--- src/shared/mawe_pkg.sv ---
// constants shared by the selective-repeat window engine
// ==========================================================
// Summary of operation
// - expected id with data is delivered; expected id without data is dropped
// - an in-window id ahead of expected marks the skipped ids as lost
// - out-of-order data is held until all earlier ids are delivered
// - ids outside the receive window are ignored as late retransmissions
// - with nacks, everything below the first nack retires from the send window
// - with only an ack, everything before the acked id retires
// - every nacked packet is queued for resend as soon as possible
// - flush bit set on full window, convergence layer request, or flush timeout
// - an incoming packet with flush set always produces an acknowledgement
// - acknowledgements advertise the free receive window
// - optional unsolicited ack after a set interval since the last ack
// - sender progress never depends on unsolicited acks
// - each unacknowledged packet has its own resend timer
// - timer resends and nack resends do not disturb one another
// - too many timeout retries on one packet tears the connection down
// - timeouts and the retry limit are parameters
package mawe_pkg;
	localparam int ID_W = 6;
	localparam int WIN_LOG = 3;
	localparam int DATA_W = 32;
	localparam int CLK_PERIOD_NS = 5;
	// timers advance on a coarse tick to keep per-entry counters narrow
	localparam int TICK_NS = 1000;
	localparam int TICK_CYC = (TICK_NS + CLK_PERIOD_NS - 1) / CLK_PERIOD_NS;
	localparam int TICK_W = 8;
	localparam int RETX_TICKS = 50;
	localparam int FLUSH_TICKS = 20;
	localparam int ACK_GAP_TICKS = 40;
	localparam int MAX_RETRIES = 3;
	localparam int RETRY_W = 4;
endpackage : mawe_pkg

--- src/rtl/mawe_engine.sv ---
// selective-repeat window engine: receive reorder, send window, timers
`timescale 1ns/1ps
module mawe_engine #(
	parameter int ID_W = mawe_pkg::ID_W,
	parameter int WIN_LOG = mawe_pkg::WIN_LOG,
	parameter int DATA_W = mawe_pkg::DATA_W,
	parameter int TICK_CYC = mawe_pkg::TICK_CYC,
	parameter int RETX_TICKS = mawe_pkg::RETX_TICKS,
	parameter int FLUSH_TICKS = mawe_pkg::FLUSH_TICKS,
	parameter int ACK_GAP_TICKS = mawe_pkg::ACK_GAP_TICKS,
	parameter int MAX_RETRIES = mawe_pkg::MAX_RETRIES
) (
	input wire logic clk,
	input wire logic nrst,
	input wire logic rx_valid,
	input wire logic [ID_W-1:0] rx_packet_sequence_id,
	input wire logic rx_has_data,
	input wire logic rx_flush,
	input wire logic [DATA_W-1:0] rx_data,
	output logic convergence_layer_valid,
	output logic [DATA_W-1:0] convergence_layer_data,
	input wire logic convergence_layer_ready,
	input wire logic ack_auto_en,
	output logic ack_valid,
	output logic [ID_W-1:0] ack_packet_sequence_id,
	output logic ack_nack_present,
	output logic [WIN_LOG:0] ack_window,
	input wire logic ack_ready,
	input wire logic tx_new_valid,
	output logic tx_new_ready,
	input wire logic convergence_layer_flush_req,
	output logic snd_valid,
	output logic [ID_W-1:0] snd_packet_sequence_id,
	output logic snd_retx,
	output logic snd_flush,
	input wire logic snd_ready,
	input wire logic fb_valid,
	input wire logic fb_nack_present,
	input wire logic [ID_W-1:0] fb_nack_id,
	input wire logic fb_ack_present,
	input wire logic [ID_W-1:0] fb_ack_id,
	input wire logic [WIN_LOG:0] fb_window,
	input wire logic nack_valid,
	input wire logic [ID_W-1:0] nack_id,
	output logic teardown
);
	import mawe_pkg::*;

	localparam int WIN = 1 << WIN_LOG;
	localparam logic [WIN_LOG:0] WIN_FULL = (WIN_LOG+1)'(WIN);
	localparam logic [TICK_W-1:0] RETX_LOAD = TICK_W'(RETX_TICKS);
	localparam logic [TICK_W-1:0] FLUSH_LOAD = TICK_W'(FLUSH_TICKS);
	localparam logic [TICK_W-1:0] ACK_LOAD = TICK_W'(ACK_GAP_TICKS);
	localparam logic [RETRY_W-1:0] RETRY_MAX = RETRY_W'(MAX_RETRIES);
	localparam logic [15:0] TICK_LAST = 16'(TICK_CYC - 1);

	// ==========================================================
	// tick divider
	logic [15:0] div;
	logic tick;
	always_ff @(posedge clk or negedge nrst)
		if (!nrst)
		begin
			div <= 16'h0000;
			tick <= 1'b0;
		end
		else
		begin
			tick <= (div == TICK_LAST);
			div <= (div == TICK_LAST) ? 16'h0000 : div + 16'h0001;
		end

	// ==========================================================
	// receive window and reorder store
	logic [ID_W-1:0] rx_exp;
	logic [ID_W-1:0] rx_top;
	logic [DATA_W-1:0] rbuf_data [WIN];
	logic [WIN-1:0] rbuf_ok;
	logic [ID_W-1:0] rx_off;
	logic [ID_W-1:0] top_off;
	logic rx_in_win;
	logic [WIN_LOG-1:0] rx_slot;
	logic [WIN_LOG-1:0] exp_slot;
	logic deliver;
	logic sp_valid;
	logic [DATA_W-1:0] sp_data;

	assign rx_off = rx_packet_sequence_id - rx_exp;
	assign top_off = rx_top - rx_exp;
	assign rx_in_win = rx_off < ID_W'(WIN);
	assign rx_slot = rx_packet_sequence_id[WIN_LOG-1:0];
	assign exp_slot = rx_exp[WIN_LOG-1:0];
	// only hand over while the spare slot is free, so a stall loses nothing
	assign deliver = rbuf_ok[exp_slot] && !sp_valid;

	always_ff @(posedge clk or negedge nrst)
		if (!nrst)
		begin
			rx_exp <= '0;
			rx_top <= '0;
		end
		else
		begin
			if (deliver)
				rx_exp <= rx_exp + 1'b1;
			// a no-data expected id must not skip a word still waiting for the spare slot
			else if (rx_valid && rx_in_win && rx_off == '0 && !rx_has_data
				&& !rbuf_ok[exp_slot])
				rx_exp <= rx_exp + 1'b1;
			// highest id seen bounds the gap reported as lost
			if (rx_valid && rx_in_win && (rx_off + 1'b1) > top_off)
				rx_top <= rx_packet_sequence_id + 1'b1;
			else if (top_off > ID_W'(WIN))
				rx_top <= rx_exp;
		end

	always_ff @(posedge clk or negedge nrst)
		if (!nrst)
			rbuf_ok <= '0;
		else
			for (int i = 0; i < WIN; i++)
				if (rx_valid && rx_in_win && rx_has_data && rx_slot == WIN_LOG'(i)
					&& !rbuf_ok[i])
					rbuf_ok[i] <= 1'b1;
				else if (deliver && exp_slot == WIN_LOG'(i))
					rbuf_ok[i] <= 1'b0;

	always_ff @(posedge clk)
		if (rx_valid && rx_in_win && rx_has_data && !rbuf_ok[rx_slot])
			rbuf_data[rx_slot] <= rx_data;

	// ==========================================================
	// two-entry output buffer toward the convergence layer
	always_ff @(posedge clk or negedge nrst)
		if (!nrst)
		begin
			convergence_layer_valid <= 1'b0;
			convergence_layer_data <= '0;
			sp_valid <= 1'b0;
			sp_data <= '0;
		end
		else if (!convergence_layer_valid || convergence_layer_ready)
		begin
			if (sp_valid)
			begin
				convergence_layer_data <= sp_data;
				sp_valid <= 1'b0;
			end
			else
			begin
				convergence_layer_valid <= deliver;
				if (deliver)
					convergence_layer_data <= rbuf_data[exp_slot];
			end
		end
		else if (deliver)
		begin
			sp_valid <= 1'b1;
			sp_data <= rbuf_data[exp_slot];
		end

	// ==========================================================
	// acknowledgement generation
	logic [TICK_W-1:0] ack_tmr;
	logic ack_trig;
	assign ack_trig = (rx_valid && rx_flush)
		|| (ack_auto_en && tick && ack_tmr == '0);

	always_ff @(posedge clk or negedge nrst)
		if (!nrst)
		begin
			ack_valid <= 1'b0;
			ack_packet_sequence_id <= '0;
			ack_nack_present <= 1'b0;
			ack_window <= '0;
			ack_tmr <= ACK_LOAD;
		end
		else
		begin
			if (ack_trig)
			begin
				ack_valid <= 1'b1;
				ack_packet_sequence_id <= rx_exp;
				ack_nack_present <= top_off != '0;
				ack_window <= WIN_FULL - top_off[WIN_LOG:0];
				ack_tmr <= ACK_LOAD;
			end
			else
			begin
				if (ack_ready)
					ack_valid <= 1'b0;
				if (tick && ack_tmr != '0)
					ack_tmr <= ack_tmr - 1'b1;
			end
		end

	// ==========================================================
	// send window
	logic [ID_W-1:0] tx_base;
	logic [ID_W-1:0] tx_next;
	logic [ID_W-1:0] outstanding;
	logic [WIN_LOG:0] peer_win;
	logic new_pend;
	logic flush_req;
	logic flush_due;
	logic [TICK_W-1:0] flush_tmr;
	logic [WIN-1:0] in_use;
	logic [WIN-1:0] pend;
	logic [WIN-1:0] expire;
	logic [WIN-1:0] give_up;
	logic launch;
	logic pick_hit;
	logic [WIN_LOG-1:0] pick_slot;
	logic [ID_W-1:0] pick_id;
	logic send_new;
	logic send_retx;
	logic [ID_W-1:0] fb_limit;
	logic fb_apply;
	logic [ID_W-1:0] fb_span;
	logic nack_ok;

	assign outstanding = tx_next - tx_base;
	assign launch = !snd_valid || snd_ready;
	assign fb_limit = fb_nack_present ? fb_nack_id : fb_ack_id;
	assign fb_span = fb_limit - tx_base;
	assign fb_apply = fb_valid && (fb_nack_present || fb_ack_present)
		&& fb_span <= outstanding;
	assign nack_ok = nack_valid && (nack_id - tx_base) < outstanding;

	// oldest pending resend goes first
	always_comb
	begin
		pick_hit = 1'b0;
		pick_slot = '0;
		pick_id = '0;
		for (int k = WIN - 1; k >= 0; k--)
			if (pend[(tx_base[WIN_LOG-1:0] + WIN_LOG'(k))] && ID_W'(k) < outstanding)
			begin
				pick_hit = 1'b1;
				pick_slot = tx_base[WIN_LOG-1:0] + WIN_LOG'(k);
				pick_id = tx_base + ID_W'(k);
			end
	end

	assign send_retx = launch && pick_hit && !teardown;
	assign send_new = launch && !pick_hit && new_pend && !teardown
		&& outstanding < ID_W'(WIN) && peer_win != '0;

	genvar g;
	generate
		for (g = 0; g < WIN; g++)
		begin : g_entry
			logic [TICK_W-1:0] tmr;
			logic [RETRY_W-1:0] tries;
			logic [ID_W-1:0] rel;
			logic pend_q;
			assign pend[g] = pend_q;
			assign rel = ID_W'(WIN_LOG'(g) - tx_base[WIN_LOG-1:0]);
			assign in_use[g] = rel < outstanding;
			assign expire[g] = in_use[g] && tick && tmr == TICK_W'(1);
			assign give_up[g] = expire[g] && tries == RETRY_MAX;
			always_ff @(posedge clk or negedge nrst)
				if (!nrst)
				begin
					tmr <= '0;
					tries <= '0;
					pend_q <= 1'b0;
				end
				else if (send_new && tx_next[WIN_LOG-1:0] == WIN_LOG'(g))
				begin
					tmr <= RETX_LOAD;
					tries <= '0;
					pend_q <= 1'b0;
				end
				else if (fb_apply && rel < fb_span)
				begin
					tmr <= '0;
					pend_q <= 1'b0;
				end
				else
				begin
					// nack resends never touch the timer; timer reloads only itself
					if (expire[g])
					begin
						tmr <= RETX_LOAD;
						tries <= tries + 1'b1;
					end
					else if (tick && tmr > TICK_W'(1))
						tmr <= tmr - 1'b1;
					if (expire[g] || (nack_ok && nack_id[WIN_LOG-1:0] == WIN_LOG'(g)))
						pend_q <= 1'b1;
					else if (send_retx && pick_slot == WIN_LOG'(g))
						pend_q <= 1'b0;
				end
		end
	endgenerate

	always_ff @(posedge clk or negedge nrst)
		if (!nrst)
		begin
			tx_base <= '0;
			tx_next <= '0;
			peer_win <= WIN_FULL;
		end
		else
		begin
			if (fb_apply)
				tx_base <= fb_limit;
			if (send_new)
				tx_next <= tx_next + 1'b1;
			if (fb_valid)
				peer_win <= fb_window;
			else if (send_new && peer_win != '0)
				peer_win <= peer_win - 1'b1;
		end

	always_ff @(posedge clk or negedge nrst)
		if (!nrst)
		begin
			new_pend <= 1'b0;
			tx_new_ready <= 1'b0;
		end
		else
		begin
			if (tx_new_valid && tx_new_ready)
				new_pend <= 1'b1;
			else if (send_new)
				new_pend <= 1'b0;
			tx_new_ready <= !teardown && !(tx_new_valid && tx_new_ready)
				&& (!new_pend || send_new);
		end

	// flush timer runs on its own, so progress never waits on a spontaneous ack
	always_ff @(posedge clk or negedge nrst)
		if (!nrst)
		begin
			flush_req <= 1'b0;
			flush_due <= 1'b0;
			flush_tmr <= FLUSH_LOAD;
		end
		else
		begin
			if (convergence_layer_flush_req)
				flush_req <= 1'b1;
			else if (send_new || send_retx)
				flush_req <= 1'b0;
			if (fb_valid || outstanding == '0)
			begin
				flush_tmr <= FLUSH_LOAD;
				flush_due <= 1'b0;
			end
			else if (tick && flush_tmr == TICK_W'(1))
			begin
				flush_tmr <= FLUSH_LOAD;
				flush_due <= 1'b1;
			end
			else
			begin
				if (tick && flush_tmr != '0)
					flush_tmr <= flush_tmr - 1'b1;
				if (send_new || send_retx)
					flush_due <= 1'b0;
			end
		end

	always_ff @(posedge clk or negedge nrst)
		if (!nrst)
		begin
			snd_valid <= 1'b0;
			snd_packet_sequence_id <= '0;
			snd_retx <= 1'b0;
			snd_flush <= 1'b0;
			teardown <= 1'b0;
		end
		else
		begin
			if (|give_up)
				teardown <= 1'b1;
			if (send_retx || send_new)
			begin
				snd_valid <= 1'b1;
				snd_packet_sequence_id <= send_retx ? pick_id : tx_next;
				snd_retx <= send_retx;
				snd_flush <= flush_req || flush_due || peer_win <= (WIN_LOG+1)'(1)
					|| (send_new && outstanding == ID_W'(WIN - 1));
			end
			else if (snd_ready)
				snd_valid <= 1'b0;
		end
endmodule : mawe_engine

--- config.mk ---
export PLATFORM = sky130hd
export DESIGN_NAME = mawe_engine
export DESIGN_NICKNAME = d
export VERILOG_FILES = /design/src/shared/mawe_pkg.sv /design/src/rtl/mawe_engine.sv
export SDC_FILE = /design/constraint.sdc
export NUM_CORES = 1
export LEC_CHECK = 0
export BUFFER_PORTS_ARGS = -buffer_cell sky130_fd_sc_hd__buf_2
export CAP_MARGIN = 15
export CELL_PAD_IN_SITES_DETAIL_PLACEMENT = 0
export CELL_PAD_IN_SITES_GLOBAL_PLACEMENT = 1
export CORE_MARGIN = 10
export CORE_UTILIZATION = 29
export CTS_CLUSTER_SIZE = 10
export DETAILED_ROUTE_END_ITERATION = 7
export PLACE_DENSITY = 0.51
export SLEW_MARGIN = 25
export SYNTH_ARGS = -nofsm -noshare
export SYNTH_HDL_FRONTEND = slang
export SYNTH_SLANG_ARGS = --single-unit
export TNS_END_PERCENT = 100
--- constraint.sdc ---
create_clock -name clk -period 8.55 [get_ports clk]
set_input_delay 2.565 -clock clk [delete_from_list [all_inputs] [get_ports clk]]
set_output_delay 2.565 -clock clk [all_outputs]
set_load 0.1 [all_outputs]
==> results of run 1 <==
## worst reg2reg max path, cell delays in order (launching register included)
cell     delay, ns
dfrtp_2       0.95
inv_1         0.48
ha_1          0.40
nor2b_1       0.12
o21ai_0       0.23
a21oi_1       0.13
o21ai_0       0.22
nor3b_1       0.51
nor2_1        0.12
xor2_1        0.18
ha_1          0.30
a21oi_1       0.06
or4_1         0.39
a31oi_1       0.71
mux2_2        0.43
## registers in the layout, indices dropped and copies added, names as in the netlist, 6 cells and up
register / count
rbuf_data: 256
g_entry.tmr: 64
convergence_layer_data: 32
g_entry.tries: 32
sp_data: 32
div: 16
ack_tmr: 8
flush_tmr: 8
g_entry.pend_q: 8
rbuf_ok: 8
ack_packet_sequence_id: 6
rx_exp: 6
rx_top: 6
snd_packet_sequence_id: 6
tx_base: 6
tx_next: 6
## power by group
part | switching (mW) | internal [mW] | total [mW]
registers | 0.410 | 3.04 | 3.45
clock network | 1.14 | 1.62 | 2.76
logic | 4.63 | 2.46 | 7.09
## routing by layer
metal | share of wire | vias up | routed length (um) | GRT usage
met5 | 0.0011 | - | 81 | 0
met4 | 0.023 | 12 | 1710 | 0.0409
met3 | 0.038 | 122 | 2850 | 0.0253
met2 | 0.49 | 299 | 36500 | 0.239
met1 | 0.45 | 9163 | 33300 | 0.177
li1 | - | 8654 | - | -
## final cells by class
type	instances	area (um2)	share of cell area
Clock inverter	19	300	0.00956
Inverter	96	360	0.0115
Tap cell	1243	1560	0.0495
Timing Repair Buffer	161	906	0.0288
Clock buffer	106	1860	0.0594
Antenna cell	1	2.50	0.0000797
Multi-Input combinational cell	1580	12100	0.385
Sequential cell	521	14300	0.456
## layout by cell type (no fill, tap or decap), types with 7 or more instances in the layout
master and instances:
or4_1 11, nor4b_1 7, a21o_1 37, mux2_2 16, nor3_1 50, nand2b_1 25, clkbuf_16 68, clkbuf_1 36
mux2i_1 64, xor2_1 46, nand2_1 230, a211oi_1 10, buf_4 30, dfrtp_1 258, inv_1 91, and3_1 23
o21ai_0 114, nor2_1 190, o211ai_1 9, buf_2 129, o21a_1 22, xnor2_1 84, a31oi_1 55, nand4_1 12
nor4_1 16, nor2b_1 21, and2_1 10, fa_1 7, o31ai_1 9, a21oi_1 87, or3_1 21, nand3_1 44
edfxtp_1 256, mux4_2 78, clkinv_2 7, ha_1 167
## logic make-up after synthesis
kind of cell	count (synthesis)	share of synthesized area
simple gates	700	0.122
flops	521	0.531
compound gates	415	0.100
fa+ha+maj	174	0.0827
buf+inv	161	0.0239
mux	158	0.0956
xor+xnor	133	0.0444
## how the worst max path moves through the flow
stage | startpoint | to | slack (ns) | depth (start not counted)
detailed placement | fb_nack_present | g_entry[0].tmr[0] | 1.17 | 15
global placement | fb_nack_present | g_entry[0].tmr[0] | 1.25 | 15
floorplan | rx_packet_sequence_id[0] | rbuf_data[0][0] | 0.37 | 12
global route | fb_nack_present | g_entry[0].tmr[0] | 1.72 | 15
finish | fb_nack_present | g_entry[0].tmr[0] | 2.18 | 15
CTS | fb_nack_present | g_entry[0].tmr[0] | 1.82 | 15
## metrics by stage
step                std cells  cell area, um2  power [mW]
floorplan                2262           27000        8.58
global placement         3601           29200        10.5
detailed placement       3601           29200        10.6
CTS                      3726           31400        13.5
global route             3726           31400        14.4
finish                   3727           31400        13.3
==> run_results.csv, run 1 <==
group,metric,value,unit
synth,synthDistinctLibCells,93,
grt,grt_pass1_vias,19122,
grt,grt_max_degree,138,
sta,finalSetupTns,0,ns
worst_setup_path,critPathMaxStageDelay,0.64,ns
sta,setup_viol,0,
sta,fin_crit_sh,0.745,
floorplan,num_io_pins,131,
sta,slew_headroom,0.331,
clock_tree,clk_pin_slew,0.06,ns
place,dp_slack,1.17,ns
synth,synth.top_cell.area_share,0.285,
drt,drt-total-wl,74.4,mm
floorplan,dieArea,106000,um2
place,numPortBuffers,130,
synth,ys_top_cells_by_area,"edfxtp_1 28%, dfrtp_1 24%, ha_1 7.7%",
sta,clock_skew,0.0204,ns
sta,holdWs,0.469,ns
place,hpwl,50.0,mm
worst_setup_path,rr_endpoint,"rx_top[1]",
synth,syn_nets,2511,
worst_setup_path,worst-setup-path-type,"in -> reg",
sta,fmaxAchievable,157,MHz
worst_setup_path,critPathBufInv,2,
sta,layout_min_cycle_time,6.37,ns
clock_tree,clock-sinks,521,
sta,slew_violations,0,
drt,via_per_inst,4.90,
cells_and_area,finalNetCount,2677,
synth,synthFlopType,"dfrtp_1",
clock_tree,cts_tree,"yes",
synth,synthesis.instances,2262,
drt,vias,18250,
grt,grt_pass1_wl,116,mm
cells_and_area,fill_cells,9221,
worst_setup_path,rrSetupSlack,3.20,ns
floorplan,coreArea,91900,um2
outcome,status,"completed",
hold_path,holdPathStages,2,
grt,grt_use_total,0.139,
clock_tree,cts-buffers-inserted,68,
floorplan,rows,111,
worst_setup_path,r2r-start,"rx_exp[1]",
clock_tree,cts_hold_buf,0,
cells_and_area,area_delta_synth_final,16.4,%
floorplan,dieHeight,325,um
power,power.density,424,nW/um2
worst_setup_path,cp_slowest_cell,"o32ai_4",
cells_and_area,drive_above_1_share,0.161,
clock_tree,postCtsSetupBuffers,0,
synth,ys_seq_area_frac,0.531,
sta,rsz0062_at_grt,"false",
power,ir_worst_vdd,243,uV
clock_tree,clkLatencyLatePin,0.61,ns
sta,setup_ws,2.18,ns
worst_setup_path,crit_chain,"buf_2 -> mux2i_1 -> inv_1 -> ha_1 -> a21oi_1 -> o21ai_0 -> a21o_1 -> a21oi_1 -> xor2_1 -> ha_1 -> nand2_1 -> o32ai_4 -> nand2_1 -> o21ai_1 -> nor3_1",
hold_path,hp-class,"reg -> reg",
clock_tree,htreeDepth,3,
worst_setup_path,cp.required,9.02,ns
cells_and_area,fin_util,0.342,
clock_tree,clockBufferDepth,3,
clock_tree,post_cts.resized_instances,0,
synth,synth_edf_count,256,
sta,final_hold_viol_count,0,
grt,antenna_found_initial,8,
worst_setup_path,cp.arrival,6.84,ns
place,gp_congestion,0.786,
floorplan,start_util,0.293,
synth,yosys-top-cells-count,"260 x dfrtp_1, 256 x edfxtp_1, 231 x nand2_1",
synth,async_reset_ff_frac,0.509,
power,leakage,13.0,nW
drt,routedWlPerCell,20.0,um
worst_setup_path,cp-end-kind,"flop",
synth,ys_ff_latch,521,
clock_tree,cts-root-buf,"clkbuf_16",
sta,tightest_slew,0.998,ns
worst_setup_path,critPathLaunchType,"input port",
synth,synth_warnings,0,
synth,yosys.cell_count.top_type,"dfrtp_1",
worst_setup_path,cp_max_fo,18,
drt,drt.antenna.violating_nets,0,
synth,syn_avg_cell_area,11.9,um2
drt,dr.pass1.iters,5,
worst_setup_path,crit_family,"compound AO/OA/AOI/OAI gates",
synth,yosysTopAreaCell,"edfxtp_1",
synth,netlist_area,27000,um2
hold_path,min-delay-start,"convergence_layer_data[9]",
grt,overflow,0,
job,cap_violations,0,
drt,drc,0,
hold_path,holdPathEnd,"convergence_layer_data[9]",
worst_setup_path,reg2reg_depth,14,
drt,drt_iter0_markers,984,
floorplan,fp.dieW,325,um
(Power assumes the default switching activity.)
==> run 2, diff against run 1 <==
--- a/config.mk
+++ b/config.mk
@@ -13,7 +13,7 @@
 export CORE_UTILIZATION = 29
 export CTS_CLUSTER_SIZE = 10
 export DETAILED_ROUTE_END_ITERATION = 7
-export PLACE_DENSITY = 0.51
+export PLACE_DENSITY = 0.53
 export SLEW_MARGIN = 25
 export SYNTH_ARGS = -nofsm -noshare
 export SYNTH_HDL_FRONTEND = slang
==> constraint.sdc (replaced) <==
create_clock -name clk -period 5.55 [get_ports clk]
set_input_delay 1.665 -clock clk [delete_from_list [all_inputs] [get_ports clk]]
set_output_delay 1.665 -clock clk [all_outputs]
set_load 0.1 [all_outputs]
==> run 2 against run 1 <==
Clock power is 51% higher. Via count increased by 0.31%. Largest power group unchanged. Largest cell class unchanged. Sequential share of layout area decreased by 0.50 points. Global-route usage down 0.084 points.
==> run_results.csv, run 2 (synthesis gave the netlist of run 1 again) <==
group,metric,value,unit
outcome,status,"completed",
clock_tree,clock-sinks,521,
power,switchingPower,9.41,mW
worst_setup_path,cp.required,6.08,ns
grt,grt_max_degree,97,
drt,drt.antenna.violating_nets,0,
place,gp_congestion,0.819,
clock_tree,cts-root-buf,"clkbuf_16",
drt,drt-total-wl,73.9,mm
sta,layout_min_cycle_time,4.76,ns
drt,dr.pass1.iters,5,
sta,clock_skew,0.0267,ns
drt,routedWlPerCell,19.7,um
cells_and_area,final_common_cell,"dfrtp_1",
worst_setup_path,cp-end-kind,"flop",
power,p_sw_frac,0.459,
power,ir_worst_vdd,445,uV
floorplan,rows,111,
sta,fmaxAchievable,210,MHz
cells_and_area,final_cell_mix,"258 x dfrtp_1, 256 x edfxtp_1, 230 x nand2_1",
drt,drt_iter0_markers,1040,
sta,slew_violations,0,
sta,holdWs,0.466,ns
floorplan,dieArea,106000,um2
cells_and_area,largest_register,"rbuf_data",
worst_setup_path,cp.arrival,5.29,ns
power,clkPwrFrac,0.203,
worst_setup_path,reg2reg_depth,14,
worst_setup_path,critPathLaunchType,"input port",
clock_tree,clk_pin_slew,0.06,ns
cells_and_area,drive_above_1_share,0.173,
worst_setup_path,cp_max_fo,8,
clock_tree,htreeDepth,3,
sta,rsz0062_at_grt,"false",
grt,overflow,0,
hold_path,holdPathStages,1,
cells_and_area,largest_reg_flops,256,
place,numPortBuffers,130,
clock_tree,clockBufferDepth,3,
grt,grt_use_total,0.138,
sta,finalSetupTns,0,ns
clock_tree,clkLatencyLatePin,0.61,ns
place,hpwl,49.9,mm
floorplan,start_util,0.293,
floorplan,coreArea,91900,um2
sta,tightest_slew,0.969,ns
power,power_frac_comb,0.541,
worst_setup_path,worst-setup-path-type,"in -> reg",
power,p_int,11.1,mW
drt,via_per_inst,4.87,
floorplan,dieHeight,325,um
job,cap_violations,0,
cells_and_area,top_regs,"rbuf_data x256, g_entry.tmr x64",
worst_setup_path,rrSetupSlack,0.89,ns
power,seq_power_share,0.256,
grt,grt_pass1_vias,19330,
sta,setup_viol,0,
power,power.density,645,nW/um2
sta,final_hold_viol_count,0,
clock_tree,cts_tree,"yes",
clock_tree,cts-buffers-inserted,69,
drt,vias,18306,
grt,antenna_found_initial,12,
clock_tree,cts_hold_buf,0,
cells_and_area,area_delta_synth_final,17.7,%
floorplan,fp.dieW,325,um
floorplan,num_io_pins,131,
cells_and_area,finalNetCount,2711,
grt,grt_pass1_wl,116,mm
clock_tree,postCtsSetupBuffers,0,
sta,fin_crit_sh,0.858,
clock_tree,post_cts.resized_instances,0,
power,leakage,13.2,nW
hold_path,hp-class,"reg -> reg",
drt,drc,0,
sta,slew_headroom,0.347,
## run 2: cell type report
| type | instances | area (um2) |
|---|---|---|
| Clock inverter | 18 | 173 |
| Fill cell | 9198 | 60200 |
| Antenna cell | 3 | 7.51 |
| Clock buffer | 107 | 1950 |
| Inverter | 96 | 360 |
| Timing Repair Buffer | 194 | 1270 |
| Multi-Input combinational cell | 1580 | 12100 |
| Sequential cell | 521 | 14300 |
| Tap cell | 1243 | 1560 |
## run 2: metal layers
metal / track usage / vias to the layer above / routed length (um)
met3: 0.0249 / 112 / 3230
li1: - / 8728 / -
met1: 0.171 / 9096 / 32000
met2: 0.242 / 354 / 36800
met4: 0.0451 / 16 / 1760
met5: 0 / - / 98
## run 2: final timing paths
path	endpoint	startpoint
setup / recovery	g_entry[7].tmr[6]	fb_nack_present
hold / removal	div[15]	div[15]
setup reg to reg	g_entry[0].tries[3]	tx_base[0]
hold reg to reg	div[15]	div[15]
max in group asynchronous	g_entry[3].tmr[5]	nrst
min in group asynchronous	g_entry[0].tmr[2]	nrst
## run 2: worst max-delay path: stages
cell and delay [ns]:
buf_2 0.19, mux2i_1 0.30, ha_1 0.20, inv_1 0.08, fa_1 0.44, xor2_1 0.24
inv_1 0.20, ha_1 0.35, a21oi_1 0.07, or3_1 0.36, o211ai_1 0.64, nand3_1 0.37
nor2_1 0.19
## run 2: power by group through the flow
stage	registers, mW	logic, mW	clock network (mW)
final	5.24	11.1	4.16
after global routing	5.33	12.3	4.48
after CTS	5.25	11.2	4.31
after detailed placement	5.31	11.2	0
after global placement	5.30	11.1	0
after floorplan	6.38	6.84	0
## run 2: metrics by stage
stage | utilization | cells | cell area, um2 | total power, mW | worst slack, ns
global route | 0.345 | 3760 | 31700 | 22.1 | 0.562
detailed placement | 0.322 | 3634 | 29600 | 16.5 | 0.158
floorplan | - | 2262 | 27000 | 13.2 | -0.929
global placement | 0.322 | 3634 | 29600 | 16.4 | 0.290
finish | 0.345 | 3762 | 31800 | 20.5 | 0.789
CTS | 0.345 | 3759 | 31700 | 20.8 | 0.806
==> run 3, diff against run 2 <==
--- a/config.mk
+++ b/config.mk
@@ -10,10 +10,10 @@
 export CELL_PAD_IN_SITES_DETAIL_PLACEMENT = 0
 export CELL_PAD_IN_SITES_GLOBAL_PLACEMENT = 1
 export CORE_MARGIN = 10
-export CORE_UTILIZATION = 29
+export CORE_UTILIZATION = 46
 export CTS_CLUSTER_SIZE = 10
 export DETAILED_ROUTE_END_ITERATION = 7
-export PLACE_DENSITY = 0.53
+export PLACE_DENSITY = 0.77
 export SLEW_MARGIN = 25
 export SYNTH_ARGS = -nofsm -noshare
 export SYNTH_HDL_FRONTEND = slang
==> run 3 against run 2 <==
Die area down 35%. Fmax down 3.9%. Sequential power barely moved. Clock power fell by 11%. Critical path depth is the same. Clock skew is 0.011 ns higher. Final area decreased by 3.1%. Critical path type is now reg -> reg.
==> run_results.csv, run 3 (synthesis gave the netlist of run 1 again) <==
group,metric,value,unit
drt,drt-total-wl,65.4,mm
worst_setup_path,cp-end-kind,"flop",
worst_setup_path,worst-setup-path-type,"reg -> reg",
worst_setup_path,rr_endpoint,"g_entry[1].pend_q",
place,gp_congestion,0.870,
floorplan,start_util,0.466,
clock_tree,htreeDepth,2,
hold_path,hp-class,"reg -> reg",
clock_tree,cts_tree,"yes",
cells_and_area,largest_register,"rbuf_data",
hold_path,holdPathStages,2,
cells_and_area,fill_cells,5021,
grt,grt_use_total,0.191,
clock_tree,clock-sinks,521,
power,clkPwrFrac,0.188,
job,cap_violations,0,
drt,vias,18464,
power,power_frac_comb,0.545,
hold_path,min-delay-start,"convergence_layer_data[4]",
drt,routedWlPerCell,20.1,um
drt,drt_iter0_markers,1129,
clock_tree,cts-root-buf,"clkbuf_16",
worst_setup_path,cp_max_fo,17,
sta,clock_skew,0.0376,ns
cells_and_area,fin_util,0.531,
power,p_int,10.7,mW
cells_and_area,fin_area,30800,um2
grt,antenna_found_initial,7,
worst_setup_path,rrSetupSlack,0.59,ns
sta,rsz0062_at_grt,"false",
sta,final_hold_viol_count,0,
clock_tree,clk_pin_slew,0.05,ns
grt,grt_max_degree,94,
clock_tree,postCtsSetupBuffers,0,
drt,dr.pass1.iters,6,
power,leakage,13.0,nW
floorplan,coreArea,57900,um2
clock_tree,cts-buffers-inserted,60,
clock_tree,post_cts.resized_instances,0,
floorplan,dieArea,68700,um2
worst_setup_path,critPathLaunchType,"flop",
sta,fmaxAchievable,202,MHz
power,ir_worst_vdd,530,uV
cells_and_area,drive_above_1_share,0.161,
cells_and_area,fin_cells,3257,
floorplan,num_io_pins,131,
sta,tightest_slew,0.949,ns
worst_setup_path,reg2reg_depth,13,
clock_tree,clockBufferDepth,3,
grt,grt_pass1_wl,105,mm
cells_and_area,final_common_cell,"dfrtp_1",
grt,overflow,0,
outcome,status,"completed",
floorplan,dieHeight,262,um
worst_setup_path,cp.required,6.04,ns
sta,holdWs,0.473,ns
sta,layout_min_cycle_time,4.96,ns
place,dp_slack,0.274,ns
power,seq_power_share,0.267,
cells_and_area,finalNetCount,2688,
place,hpwl,43.7,mm
place,numPortBuffers,130,
worst_setup_path,cp.arrival,5.44,ns
clock_tree,clkLatencyLatePin,0.64,ns
sta,slew_headroom,0.361,
sta,slew_violations,0,
cells_and_area,area_delta_synth_final,14.1,%
place,place_area,28900,um2
drt,via_per_inst,5.67,
cells_and_area,top_regs,"rbuf_data x256, g_entry.tmr x64",
floorplan,rows,88,
sta,fin_crit_sh,0.893,
drt,drc,0,
grt,grt_pass1_vias,18943,
sta,setup_viol,0,
power,power.density,639,nW/um2
hold_path,holdPathEnd,"convergence_layer_data[4]",
drt,drt.antenna.violating_nets,0,
floorplan,fp.dieW,262,um
cells_and_area,largest_reg_flops,256,
sta,setup_ws,0.593,ns
worst_setup_path,crit_path_start,"tx_next[0]",
place,place_inst,3142,
clock_tree,cts_hold_buf,0,
power,switchingPower,8.99,mW
worst_setup_path,r2r-start,"tx_next[0]",
power,p_sw_frac,0.457,
cells_and_area,final_cell_mix,"258 x dfrtp_1, 256 x edfxtp_1, 230 x nand2_1",
-- run 3: stage by stage --
step	power [mW]	TNS, ns
4_1_cts	19.8	0
2_1_floorplan	13.2	-145.75
5_1_grt	21.2	0
6_report	19.7	0
3_3_place_gp	15.8	0
3_5_place_dp	16.0	0
-- run 3: worst max-delay path: stages, from the launching register on --
cell and delay (ns):
dfrtp_1 0.50, inv_1 0.22, ha_1 0.20, inv_1 0.09
fa_1 0.47, xor2_1 0.28, clkinv_1 0.61, o21ai_0 0.59
nor4_2 0.08, nor2_1 0.55, mux2i_1 0.30, o21ai_2 0.21
or4b_1 0.57, nor3b_1 0.15
-- run 3: how the worst max path moves through the flow --
stage / endpoint / cells after the start
3_5_place_dp: g_entry[7].tmr[3] / 14
2_1_floorplan: rbuf_data[1][0] / 12
5_1_grt: g_entry[1].pend_q / 13
4_1_cts: g_entry[1].pend_q / 13
3_3_place_gp: g_entry[7].tmr[3] / 14
6_report: g_entry[1].pend_q / 13
-- run 3: cell type report --
type | count | area, um2 | area share
Timing Repair Buffer | 180 | 1150 | 0.0374
Sequential cell | 521 | 14300 | 0.466
Antenna cell | 1 | 2.50 | 0.0000813
Tap cell | 765 | 957 | 0.0311
Clock buffer | 109 | 1770 | 0.0574
Clock inverter | 5 | 100 | 0.00325
Inverter | 96 | 360 | 0.0117
Multi-Input combinational cell | 1580 | 12100 | 0.393
-- run 3: per-layer routing --
layer  global-route usage  share of wire  vias up
met4               0.0654          0.029       12
met2                0.322           0.49      438
met1                0.246           0.42     9192
met5                    0         0.0011        -
li1                     -              -     8700
met3               0.0343          0.057      122
-- run 3: power by group through the flow --
| stage | registers (mW) | logic (mW) | clock network (mW) |
|---|---|---|---|
| finish | 5.26 | 10.7 | 3.69 |
| global route | 5.34 | 11.9 | 3.95 |
| CTS | 5.26 | 10.7 | 3.79 |
| detailed placement | 5.32 | 10.7 | 0 |
| global placement | 5.29 | 10.5 | 0 |
| floorplan | 6.38 | 6.84 | 0 |
